$ cat src/include/imuod_defines.svh
// Constants for the inertial output register bank: register byte addresses,
// field positions, timing figures and scaling for the delta angle path.
// Assumes inclusion by the package and design files through the include path.
`ifndef IMUOD_DEFINES_SVH
`define IMUOD_DEFINES_SVH

// Register byte addresses on the serial port (16-bit registers, even address).
`define IMUOD_ADDR_ACC_X_LO    7'h10
`define IMUOD_ADDR_ACC_X_HI    7'h12
`define IMUOD_ADDR_ACC_Y_LO    7'h14
`define IMUOD_ADDR_ACC_Y_HI    7'h16
`define IMUOD_ADDR_ACC_Z_LO    7'h18
`define IMUOD_ADDR_ACC_Z_HI    7'h1A
`define IMUOD_ADDR_TEMP        7'h1C
`define IMUOD_ADDR_STAMP       7'h1E
`define IMUOD_ADDR_COUNT       7'h22
`define IMUOD_ADDR_DA_X_LO     7'h24
`define IMUOD_ADDR_DA_X_HI     7'h26
`define IMUOD_ADDR_DA_Y_LO     7'h28
`define IMUOD_ADDR_DA_Y_HI     7'h2A
`define IMUOD_ADDR_DA_Z_LO     7'h2C
`define IMUOD_ADDR_DA_Z_HI     7'h2E

// Word values and field positions.
`define IMUOD_ZERO16           16'h0000
`define IMUOD_MAX16            16'hFFFF
`define IMUOD_ONE16            16'h0001
`define IMUOD_SYNC_MODE_HI     4
`define IMUOD_SYNC_MODE_LO     2
`define IMUOD_SYNC_SCALED      3'h2
`define IMUOD_RD_BIT           15
`define IMUOD_ADDR_HI          14
`define IMUOD_ADDR_LO          8
`define IMUOD_FRAME_BITS       5'h10

// Timing: clock rate, stamp unit and internal sample rate.
`define IMUOD_CLK_HZ           125000000
`define IMUOD_CLK_PERIOD_PS    8000
`define IMUOD_STAMP_LSB_PS     49020000
`define IMUOD_SAMPLE_RATE_SPS  2000
`define IMUOD_STAMP_CYCLES     (`IMUOD_STAMP_LSB_PS / `IMUOD_CLK_PERIOD_PS)
`define IMUOD_SAMPLE_CYCLES    (`IMUOD_CLK_HZ / `IMUOD_SAMPLE_RATE_SPS)

// Delta angle path: accumulator width, variant gains and output shift.
`define IMUOD_ACC_W            50
`define IMUOD_PROD_W           53
`define IMUOD_DA_SHIFT         16
`define IMUOD_DA_GAIN_360      3'h6
`define IMUOD_DA_GAIN_720      3'h3
`define IMUOD_DA_GAIN_2160     3'h1
`define IMUOD_VARIANT_360      2'h0
`define IMUOD_VARIANT_720      2'h1

`endif

$ cat src/include/imuod_pkg.sv
// Types shared by the output register bank and its delta angle integrator.
// Assumes imuod_defines.svh is reachable on the include path.
`include "imuod_defines.svh"

package imuod_pkg;

    // Serial port frame state, one-hot.
    typedef enum logic [1:0] {
        IMUOD_SPI_IDLE = 2'b01,
        IMUOD_SPI_XFER = 2'b10
    } imuod_spi_state_t;

    typedef logic signed [31:0] imuod_word32_t;
    typedef logic        [15:0] imuod_word16_t;
    typedef logic signed [`IMUOD_ACC_W-1:0] imuod_acc_t;

endpackage : imuod_pkg

$ cat src/rtl/imuod_delta_integ.sv
// Trapezoidal delta angle integrator for three gyroscope axes.
// Assumes gyro words come from logic on clk and sample_tick is one cycle wide.
`include "imuod_defines.svh"

module imuod_delta_integ (
    input  wire logic                   clk,
    input  wire logic                   srst,
    input  wire logic                   sample_tick,
    input  wire imuod_pkg::imuod_word32_t gyro_x,
    input  wire imuod_pkg::imuod_word32_t gyro_y,
    input  wire imuod_pkg::imuod_word32_t gyro_z,
    input  wire logic [15:0]            decimation_setting,
    output logic                        update_done,
    output imuod_pkg::imuod_acc_t       sum_x,
    output imuod_pkg::imuod_acc_t       sum_y,
    output imuod_pkg::imuod_acc_t       sum_z
);
    import imuod_pkg::*;

    logic [15:0]   samp_cnt;
    logic [15:0]   next_samp_cnt;
    logic          next_update_done;
    logic          last_sample;
    imuod_word32_t gyro_in [3];
    imuod_word32_t prev    [3];
    imuod_acc_t    acc     [3];
    imuod_acc_t    res     [3];
    imuod_acc_t    pair_w  [3];

    assign gyro_in[0] = gyro_x;
    assign gyro_in[1] = gyro_y;
    assign gyro_in[2] = gyro_z;
    assign sum_x      = res[0];
    assign sum_y      = res[1];
    assign sum_z      = res[2];

    // A period closes after setting plus one samples; >= also recovers when
    // software lowers the setting in the middle of a period.
    // decimation plus one
    assign last_sample = (samp_cnt >= decimation_setting);

    // Sample counter within the decimation period.
    always_comb begin
        next_samp_cnt    = samp_cnt;
        next_update_done = 1'b0;
        if (sample_tick) begin
            if (last_sample) begin
                next_samp_cnt    = `IMUOD_ZERO16;
                next_update_done = 1'b1;
            end else begin
                next_samp_cnt = samp_cnt + `IMUOD_ONE16;
            end
        end
    end

    always_ff @(posedge clk) begin
        if (srst) begin
            samp_cnt    <= `IMUOD_ZERO16;
            update_done <= 1'b0;
        end else begin
            samp_cnt    <= next_samp_cnt;
            update_done <= next_update_done;
        end
    end

    // Per-axis accumulation of adjacent sample pairs; the 1/(2 fs) factor is
    // folded into the output scaling so no divider is needed here.
    for (genvar a = 0; a < 3; a++) begin : gen_axis
        imuod_word32_t next_prev;
        imuod_acc_t    next_acc;
        imuod_acc_t    next_res;

        assign pair_w[a] = imuod_acc_t'(gyro_in[a]) + imuod_acc_t'(prev[a]);

        always_comb begin
            next_prev = prev[a];
            next_acc  = acc[a];
            next_res  = res[a];
            if (sample_tick) begin
                next_prev = gyro_in[a];
                if (last_sample) begin
                    next_res = acc[a] + pair_w[a];
                    next_acc = '0;
                end else begin
                    next_acc = acc[a] + pair_w[a];
                end
            end
        end

        always_ff @(posedge clk) begin
            if (srst) begin
                prev[a] <= '0;
                acc[a]  <= '0;
                res[a]  <= '0;
            end else begin
                prev[a] <= next_prev;
                acc[a]  <= next_acc;
                res[a]  <= next_res;
            end
        end
    end
endmodule : imuod_delta_integ

$ cat src/rtl/imuod_out_regs.sv
// Output register bank of the inertial unit: accelerometer, temperature,
// sync time stamp, update counter and delta angle words, read over SPI.
// Assumes sensor words come from logic on clk; SPI and sync pins are async.
`include "imuod_defines.svh"

module imuod_out_regs #(
    parameter int unsigned SAMPLE_CYCLES = `IMUOD_SAMPLE_CYCLES,
    parameter int unsigned STAMP_CYCLES  = `IMUOD_STAMP_CYCLES,
    parameter logic [1:0]  DA_VARIANT    = `IMUOD_VARIANT_360
) (
    input  wire logic                     clk,
    input  wire logic                     srst,
    input  wire logic                     spi_sclk,
    input  wire logic                     spi_cs_n,
    input  wire logic                     spi_mosi,
    output logic                          spi_miso,
    output logic                          spi_miso_oe_n,
    input  wire logic                     sync_pin,
    input  wire imuod_pkg::imuod_word32_t accel_x,
    input  wire imuod_pkg::imuod_word32_t accel_y,
    input  wire imuod_pkg::imuod_word32_t accel_z,
    input  wire imuod_pkg::imuod_word16_t temperature,
    input  wire imuod_pkg::imuod_word32_t gyro_x,
    input  wire imuod_pkg::imuod_word32_t gyro_y,
    input  wire imuod_pkg::imuod_word32_t gyro_z,
    input  wire imuod_pkg::imuod_word16_t decimation_setting,
    input  wire imuod_pkg::imuod_word16_t miscellaneous_control,
    output logic                          new_sample_indicator
);
    import imuod_pkg::*;

    // Pin synchronisers: bit 0 sclk, 1 cs_n, 2 mosi, 3 sync.
    logic [3:0] pin_meta;
    logic [3:0] pin_sync;
    logic       sclk_d;
    logic       sync_d;

    always_ff @(posedge clk) begin
        if (srst) begin
            pin_meta <= 4'h3;
            pin_sync <= 4'h3;
            sclk_d   <= 1'b1;
            sync_d   <= 1'b0;
        end else begin
            pin_meta <= {sync_pin, spi_mosi, spi_cs_n, spi_sclk};
            pin_sync <= pin_meta;
            sclk_d   <= pin_sync[0];
            sync_d   <= pin_sync[3];
        end
    end

    logic sclk_rise;
    logic sclk_fall;
    logic sync_rise;
    logic scaled_mode;
    assign sclk_rise   = pin_sync[0] & ~sclk_d;
    assign sclk_fall   = ~pin_sync[0] & sclk_d;
    assign sync_rise   = pin_sync[3] & ~sync_d;
    assign scaled_mode = (miscellaneous_control[`IMUOD_SYNC_MODE_HI:`IMUOD_SYNC_MODE_LO]
                          == `IMUOD_SYNC_SCALED);

    // Internal sample clock and sync time stamp prescaler.
    logic [31:0]   samp_div;
    logic [31:0]   next_samp_div;
    logic          sample_tick;
    logic [31:0]   stamp_div;
    logic [31:0]   next_stamp_div;
    imuod_word16_t stamp;
    imuod_word16_t next_stamp;

    assign sample_tick = (samp_div == SAMPLE_CYCLES - 1);

    // The stamp saturates rather than wraps, so a lost sync reads as old.
    always_comb begin
        next_samp_div  = sample_tick ? '0 : samp_div + 32'h1;
        next_stamp_div = stamp_div;
        next_stamp     = stamp;
        if (scaled_mode && sync_rise) begin
            next_stamp_div = '0;
            next_stamp     = `IMUOD_ZERO16;
        end else if (stamp_div == STAMP_CYCLES - 1) begin
            next_stamp_div = '0;
            if (stamp != `IMUOD_MAX16) begin
                next_stamp = stamp + `IMUOD_ONE16;
            end
        end else begin
            next_stamp_div = stamp_div + 32'h1;
        end
    end

    always_ff @(posedge clk) begin
        if (srst) begin
            samp_div  <= '0;
            stamp_div <= '0;
            stamp     <= `IMUOD_ZERO16;
        end else begin
            samp_div  <= next_samp_div;
            stamp_div <= next_stamp_div;
            stamp     <= next_stamp;
        end
    end

    // Delta angle integration over the decimation period.
    logic       update_done;
    imuod_acc_t sum_x;
    imuod_acc_t sum_y;
    imuod_acc_t sum_z;

    imuod_delta_integ u_integ (
        .clk                (clk),
        .srst               (srst),
        .sample_tick        (sample_tick),
        .gyro_x             (gyro_x),
        .gyro_y             (gyro_y),
        .gyro_z             (gyro_z),
        .decimation_setting (decimation_setting),
        .update_done        (update_done),
        .sum_x              (sum_x),
        .sum_y              (sum_y),
        .sum_z              (sum_z)
    );

    // Variant gain stands for full scale over two to the thirty-first; smaller
    // range gives more counts per degree.
    logic [2:0]                da_gain;
    logic signed [`IMUOD_PROD_W-1:0] prod [3];
    imuod_word32_t             da_word [3];
    assign da_gain = (DA_VARIANT == `IMUOD_VARIANT_360) ? `IMUOD_DA_GAIN_360 :
                     (DA_VARIANT == `IMUOD_VARIANT_720) ? `IMUOD_DA_GAIN_720 :
                                                          `IMUOD_DA_GAIN_2160;
    assign prod[0] = `IMUOD_PROD_W'(sum_x) * $signed({1'b0, da_gain});
    assign prod[1] = `IMUOD_PROD_W'(sum_y) * $signed({1'b0, da_gain});
    assign prod[2] = `IMUOD_PROD_W'(sum_z) * $signed({1'b0, da_gain});
    for (genvar a = 0; a < 3; a++) begin : gen_scale
        assign da_word[a] = prod[a][`IMUOD_DA_SHIFT+31 -: 32];
    end

    // Output registers load together on each data update.
    imuod_word32_t acc_reg [3];
    imuod_word32_t da_reg  [3];
    imuod_word16_t internal_temperature;
    imuod_word16_t sync_elapsed_time;
    imuod_word16_t update_counter;
    imuod_word32_t next_acc_reg [3];
    imuod_word32_t next_da_reg  [3];
    imuod_word16_t next_temp;
    imuod_word16_t next_elapsed;
    imuod_word16_t next_counter;

    always_comb begin
        next_acc_reg = acc_reg;
        next_da_reg  = da_reg;
        next_temp    = internal_temperature;
        next_elapsed = sync_elapsed_time;
        next_counter = update_counter;
        if (update_done) begin
            next_acc_reg = '{accel_x, accel_y, accel_z};
            next_da_reg  = da_word;
            next_temp    = temperature;
            next_elapsed = scaled_mode ? stamp : `IMUOD_ZERO16;
            next_counter = update_counter + `IMUOD_ONE16;
        end
    end

    always_ff @(posedge clk) begin
        if (srst) begin
            acc_reg              <= '{default: '0};
            da_reg               <= '{default: '0};
            internal_temperature <= `IMUOD_ZERO16;
            sync_elapsed_time    <= `IMUOD_ZERO16;
            update_counter       <= `IMUOD_ZERO16;
            new_sample_indicator <= 1'b0;
        end else begin
            acc_reg              <= next_acc_reg;
            da_reg               <= next_da_reg;
            internal_temperature <= next_temp;
            sync_elapsed_time    <= next_elapsed;
            update_counter       <= next_counter;
            new_sample_indicator <= update_done;
        end
    end

    // Read decode; bit 0 of the address is ignored, unmapped reads zero.
    logic [6:0]    rd_addr;
    imuod_word16_t rd_value;
    always_comb begin
        unique case ({rd_addr[6:1], 1'b0})
            `IMUOD_ADDR_ACC_X_LO: rd_value = acc_reg[0][15:0];
            `IMUOD_ADDR_ACC_Y_LO: rd_value = acc_reg[1][15:0];
            `IMUOD_ADDR_ACC_Z_LO: rd_value = acc_reg[2][15:0];
            `IMUOD_ADDR_ACC_X_HI: rd_value = acc_reg[0][31:16];
            `IMUOD_ADDR_ACC_Y_HI: rd_value = acc_reg[1][31:16];
            `IMUOD_ADDR_ACC_Z_HI: rd_value = acc_reg[2][31:16];
            `IMUOD_ADDR_TEMP:     rd_value = internal_temperature;
            `IMUOD_ADDR_STAMP:    rd_value = sync_elapsed_time;
            `IMUOD_ADDR_COUNT:    rd_value = update_counter;
            `IMUOD_ADDR_DA_X_LO:  rd_value = da_reg[0][15:0];
            `IMUOD_ADDR_DA_X_HI:  rd_value = da_reg[0][31:16];
            `IMUOD_ADDR_DA_Y_LO:  rd_value = da_reg[1][15:0];
            `IMUOD_ADDR_DA_Y_HI:  rd_value = da_reg[1][31:16];
            `IMUOD_ADDR_DA_Z_LO:  rd_value = da_reg[2][15:0];
            `IMUOD_ADDR_DA_Z_HI:  rd_value = da_reg[2][31:16];
            default:              rd_value = `IMUOD_ZERO16;
        endcase
    end

    // SPI slave, mode 3, 16-bit frames. A read command in one frame returns
    // its data in the next frame; writes are ignored as every word is read-only.
    imuod_spi_state_t spi_state;
    imuod_spi_state_t next_spi_state;
    logic [4:0]       bit_cnt;
    logic [4:0]       next_bit_cnt;
    imuod_word16_t    rx_shift;
    imuod_word16_t    next_rx_shift;
    imuod_word16_t    tx_shift;
    imuod_word16_t    next_tx_shift;
    imuod_word16_t    tx_word;
    imuod_word16_t    next_tx_word;
    logic             frame_read;

    assign rd_addr    = rx_shift[`IMUOD_ADDR_HI:`IMUOD_ADDR_LO];
    assign frame_read = (spi_state == IMUOD_SPI_XFER) && pin_sync[1]
                        && (bit_cnt == `IMUOD_FRAME_BITS) && !rx_shift[`IMUOD_RD_BIT];

    always_comb begin
        next_spi_state = spi_state;
        next_bit_cnt   = bit_cnt;
        next_rx_shift  = rx_shift;
        next_tx_shift  = tx_shift;
        next_tx_word   = tx_word;
        unique case (spi_state)
            IMUOD_SPI_IDLE: begin
                if (!pin_sync[1]) begin
                    next_spi_state = IMUOD_SPI_XFER;
                    next_bit_cnt   = '0;
                    next_tx_shift  = tx_word;
                end
            end
            IMUOD_SPI_XFER: begin
                if (pin_sync[1]) begin
                    next_spi_state = IMUOD_SPI_IDLE;
                    // Short or long frames are dropped and clear the reply.
                    next_tx_word   = frame_read ? rd_value : `IMUOD_ZERO16;
                end else if (sclk_rise) begin
                    next_rx_shift = {rx_shift[14:0], pin_sync[2]};
                    next_bit_cnt  = bit_cnt + 5'h1;
                end else if (sclk_fall && bit_cnt != '0) begin
                    next_tx_shift = {tx_shift[14:0], 1'b0};
                end
            end
        endcase
    end

    always_ff @(posedge clk) begin
        if (srst) begin
            spi_state <= IMUOD_SPI_IDLE;
            bit_cnt   <= '0;
            rx_shift  <= `IMUOD_ZERO16;
            tx_shift  <= `IMUOD_ZERO16;
            tx_word   <= `IMUOD_ZERO16;
        end else begin
            spi_state <= next_spi_state;
            bit_cnt   <= next_bit_cnt;
            rx_shift  <= next_rx_shift;
            tx_shift  <= next_tx_shift;
            tx_word   <= next_tx_word;
        end
    end

    assign spi_miso      = tx_shift[15];
    assign spi_miso_oe_n = (spi_state == IMUOD_SPI_IDLE);
endmodule : imuod_out_regs

$ cat config.mk
export PLATFORM = sky130hd
export DESIGN_NAME = imuod_out_regs
export DESIGN_NICKNAME = d
export VERILOG_FILES = /design/src/include/imuod_pkg.sv /design/src/rtl/imuod_delta_integ.sv /design/src/rtl/imuod_out_regs.sv
export VERILOG_INCLUDE_DIRS = /design/src /design/src/include
export SDC_FILE = /design/constraint.sdc
export NUM_CORES = 2
export LEC_CHECK = 0
export BUFFER_PORTS_ARGS = -buffer_cell sky130_fd_sc_hd__buf_2
export CAP_MARGIN = 20
export CORE_MARGIN = 2
export CORE_UTILIZATION = 40
export CTS_CLUSTER_DIAMETER = 120
export DETAILED_ROUTE_END_ITERATION = 16
export PLACE_DENSITY_LB_ADDON = 0.15
export REMOVE_ABC_BUFFERS = 1
export SYNTH_ARGS = -nofsm -noshare
export SYNTH_HDL_FRONTEND = slang
export SYNTH_HIERARCHICAL = 1
export SYNTH_SLANG_ARGS = --single-unit
$ cat constraint.sdc
create_clock -name clk -period 3.9 [get_ports clk]
set_input_delay 0.195 -clock clk [delete_from_list [all_inputs] [get_ports clk]]
set_output_delay 0.195 -clock clk [all_outputs]
set_load 0.05 [all_outputs]
Yosys cells after proc, flatten, opt, wreduce, memory -nomap -nowiden:

Memory sizes are Yosys's and may differ from the RTL's.
Cells that the tools add are included.
Widths: inputs -> output; s select.

* register bits after elaboration: 403
* RAM bits: 396
* input bits: 246
* logic and storage cells: 149
* memories: 3

* add/sub/neg operators: 12
* multipliers: 3
* magnitude comparators: 1
* equal/unequal tests: 28
* multiplexer cells: 44
* bitwise logic cells: 17
* reductions and logical operators: 17

Memory list
* u_integ.acc: depth 3, bits a word 50, read ports 3, clocked after Yosys merged registers in 0, wr ports 3, RTL line imuod_delta_integ.sv:26 `imuod_acc_t acc [3];`
* u_integ.res: depth 3, bits a word 50, read ports 3, clocked after Yosys merged registers in 0, wr ports 3, RTL line imuod_delta_integ.sv:27 `imuod_acc_t res [3];`
* u_integ.prev: depth 3, bits a word 32, read ports 3, clocked after Yosys merged registers in 0, wr ports 3, RTL line imuod_delta_integ.sv:25 `imuod_word32_t prev [3];`

Operators by type and width (number)
* $mux 50: 18
* $pmux 16 s15: 1
* $mux 32: 6
* $add 50x50->50: 3
* $mul 50x3->47 const B: 3
* $mux 16: 7
* $add 32x32->33: 3
* $add 32x1->32 const B: 2
* $add 16x1->16 const B: 3
* $eq 6x4->1 const B: 8
* $eq 6x5->1 const B: 7
* $eq 32x13->1 const B: 1
* $eq 32x16->1 const B: 1
* $pmux 16 s2: 1
* $ge 16x16->1: 1
* $ne 16x16->1 const B: 1
* $mux 5: 3
* $ne 2x2->1 const B: 5
* $pmux 5 s2: 1
* $or 1x1->1: 9
* $reduce_and 2->1: 3
* $reduce_and 3->1: 2
* $reduce_or 2->1: 3
* $add 5x1->5 const B: 1
* other kinds (15): 29

Logic depth before layout (Yosys ltp):

* depth in word-level cells: 7
* mapped depth: 15
* mapped depth without buffers: 15

Hierarchy:

The synthesis kept the hierarchy.

By module, submodules not included
* imuod_delta_integ: instances 1, cells each 2907, area an instance 25949.9 sq um, sequential area each 8267.9 sq um
* imuod_out_regs: instances 1, cells each 2634, area an instance 22909.5 sq um, sequential area each 7727.4 sq um

Worst setup path after synthesis:

No wires, ideal clock.

* path kind: register -> register
* from: mem u_integ/prev[0][31] (netlist bit)
* to: mem u_integ/res[0][42] (netlist bit)
* setup time: 117 ps
* arrival: 3580 ps
* required time: 3783 ps
* setup slack: 203 ps
* stages on the path, launching flop included: 12
* clock period less this slack: 3697 ps
* cells stage by stage: dfxtp_1 > fa_1 > ha_1 > clkbuf_1 > nand4_1 > or3_1 > o211ai_1 > a21oi_4 > o21ai_4 > a31oi_4 > xnor2_1 > a22o_1

RTL lines (RTL line)
* from (decl): imuod_delta_integ.sv:25
* to (decl): imuod_delta_integ.sv:27

==> summary.md <==
| Metric | Value |
|---|---|
| Status | `finished clean` |
| H-tree levels | `3` |
| Hold WC Path Type | `input pin to flip-flop` |
| Vias per cell | `5.42` |
| Synth Area per Inst | `8.83 µm²` |
| Max Freq | `268 MHz` |
| CTS tree | `done` |
| CP max FO | `3` |
| Layout area overhead | `17.1%` |
| Gr ovfl total | `0` |
| Worst EP arrival | `4.32 ns` |
| Max cap viols | `0` |
| Initial antenna violation count | `1` |
| Post-CTS Setup Inserts | `0` |
| Fin util | `47.2%` |
| Maximum VDD drop | `0.334 mV` |
| First-pass GRT wire length | `217 mm` |
| Syn Std Cell Area | `0.0475 mm²` |
| Unrepaired setup endpoints after global routing | `false` |
| Placed Cells | `6969` |
| Non-Filler Instances | `7355` |
| WP data required | `4.48 ns` |
| Post-DP HPWL | `101 mm` |
| N_diodes | `0` |
| Row cnt | `126` |
| Layout Skew | `0.0361 ns` |
| Top Ports | `249` |
| Die ar. | `0.122 mm²` |
| Setup TNS | `0 ns` |
| Clk root buf | `clkbuf_16` |
| Multi-input gate area | `0.0304 mm²` |
| IO buf count | `235` |
| Layout cells sized above 1 | `10.1%` |
| YS warnings | `6` |
| Post-Synthesis Cells | `5383` |
| CTS buffer count | `93` |
| Final Hold Viols | `0` |
| Fill cells | `11600` |
| Post-Route WL | `137 mm` |
| Gpl congestion | `0.902` |
| Die width | `349 µm` |
| Wirelength per Cell | `18.7 µm` |
| Fin crit share | `95.8%` |
| Clock Tree Buf Depth | `3` |
| Clk sinks | `781` |
| Final worst path period need | `3.73 ns` |
| Clk_lat worst skew | `0.69 ns` |
| DRT iter0 DRCs | `2939` |
| Clk slew on worst S/H paths | `0.06 ns` |
| Crit Path Category | `flip-flop to flip-flop` |
| Core Footprint | `0.118 mm²` |
| Register area | `0.0156 mm²` |
| Die span in y | `349 µm` |
| Max-slew headroom | `31.3%` |
| Worst-margin pin slew | `1.03 ns` |
| Number of setup violations in the final report | `0` |
| GRT Overall Usage | `22.2%` |
| Via Count | `39900` |
| Critical Path Sink Type | `flip-flop` |
| Initial Utilization | `40.3%` |
| Startpoint Class | `flip-flop` |
| Drt pass-1 iters | `7` |
| NumNets Final | `6555` |
| Vias in the first global route | `39000` |
| Largest net degree at the start of global routing | `158` |
| DRC | `0` |
| Power Density | `326 mW/mm²` |
| LEAKAGE | `0.0233 µW` |
| Final ANT Viol Nets | `0` |
| Slew Limit Fails | `0` |
## routing by layer
layer / up-vias / GRT usage (%) / part of all wire, %
li1: 19900 / - / -
met1: 19000 / 31.9 / 49
met2: 826 / 35.1 / 44
met3: 135 / 3.35 / 5.2
met4: 0 / 4.75 / 1.7
met5: - / 0 / 0
## critical path: stages, from the launching register on
cell      delay [ns]
dfxtp_1         0.35
fa_1            0.43
ha_1            0.26
fa_1            0.41
a21o_2          0.23
a311oi_2        0.43
nor3b_2         0.12
o311ai_2        0.42
a211oi_2        0.20
a21oi_1         0.25
o221ai_1        0.16
xor2_1          0.18
a22o_1          0.20
## repair_timing
| action | CTS | global route |
|---|---|---|
| endpoints found under the hold margin | 242 | 0 |
| setup endpoints to repair | 0 | 4 |
| gates resized for setup | 0 | 3 |
| hold buffers | 213 | 0 |
## metrics by stage
stage	hold slack, ns	setup slack, ns	total power (µW)	area (µm²)
2_1_floorplan	0.264	-34.04	8660	46400
3_3_place_gp	0.380	0.196	9130	50300
3_5_place_dp	0.387	0.133	9140	50300
4_1_cts	0.0485	0.189	18400	55600
5_1_grt	0.0749	0.0125	18800	55700
6_report	0.0861	0.166	18100	55700
## power breakdown
| group | switching [µW] | internal, µW | leakage, µW |
|---|---|---|---|
| Combinational | 643 | 450 | 0.0154 |
| Clock | 3650 | 5350 | 0.00155 |
| Sequential | 21.8 | 8010 | 0.00629 |
| Total | 4320 | 13800 | 0.0233 |
## worst paths after layout
kind / to / depth (start not counted) / startpoint / slack (ns)
hold / removal: u_integ/prev[0][31] / 3 / gyro_x[31] / 0.09
hold reg to reg: pin_sync[0] / 1 / pin_meta[0] / 0.41
setup reg to reg: u_integ/acc[0][35] / 12 / u_integ/prev[0][1] / 0.17
setup / recovery: u_integ/acc[0][35] / 12 / u_integ/prev[0][1] / 0.17
## final cells by class
cell class | instances | share of cell area [%]
repair buffers | 543 | 7.41
multi-input cells | 4219 | 54.7
well taps | 1536 | 3.45
clock buffers | 129 | 4.82
inverters | 104 | 0.701
clock inverters | 43 | 0.854
flip-flops and latches | 781 | 28.1
## cells in the final DEF, fill, tap and decap left out, types with 152 or more instances in the layout
| master | instances |
|---|---|
| nor2_1 | 574 |
| xor2_1 | 167 |
| dfxtp_1 | 780 |
| nand3_1 | 178 |
| buf_2 | 234 |
| mux2i_1 | 246 |
| ha_1 | 423 |
| o21ai_0 | 191 |
| dlygate4sd3_1 | 213 |
| xnor2_1 | 152 |
| a21oi_1 | 482 |
| nand2_1 | 554 |
Note: power is estimated with default switching activity, not from simulation.
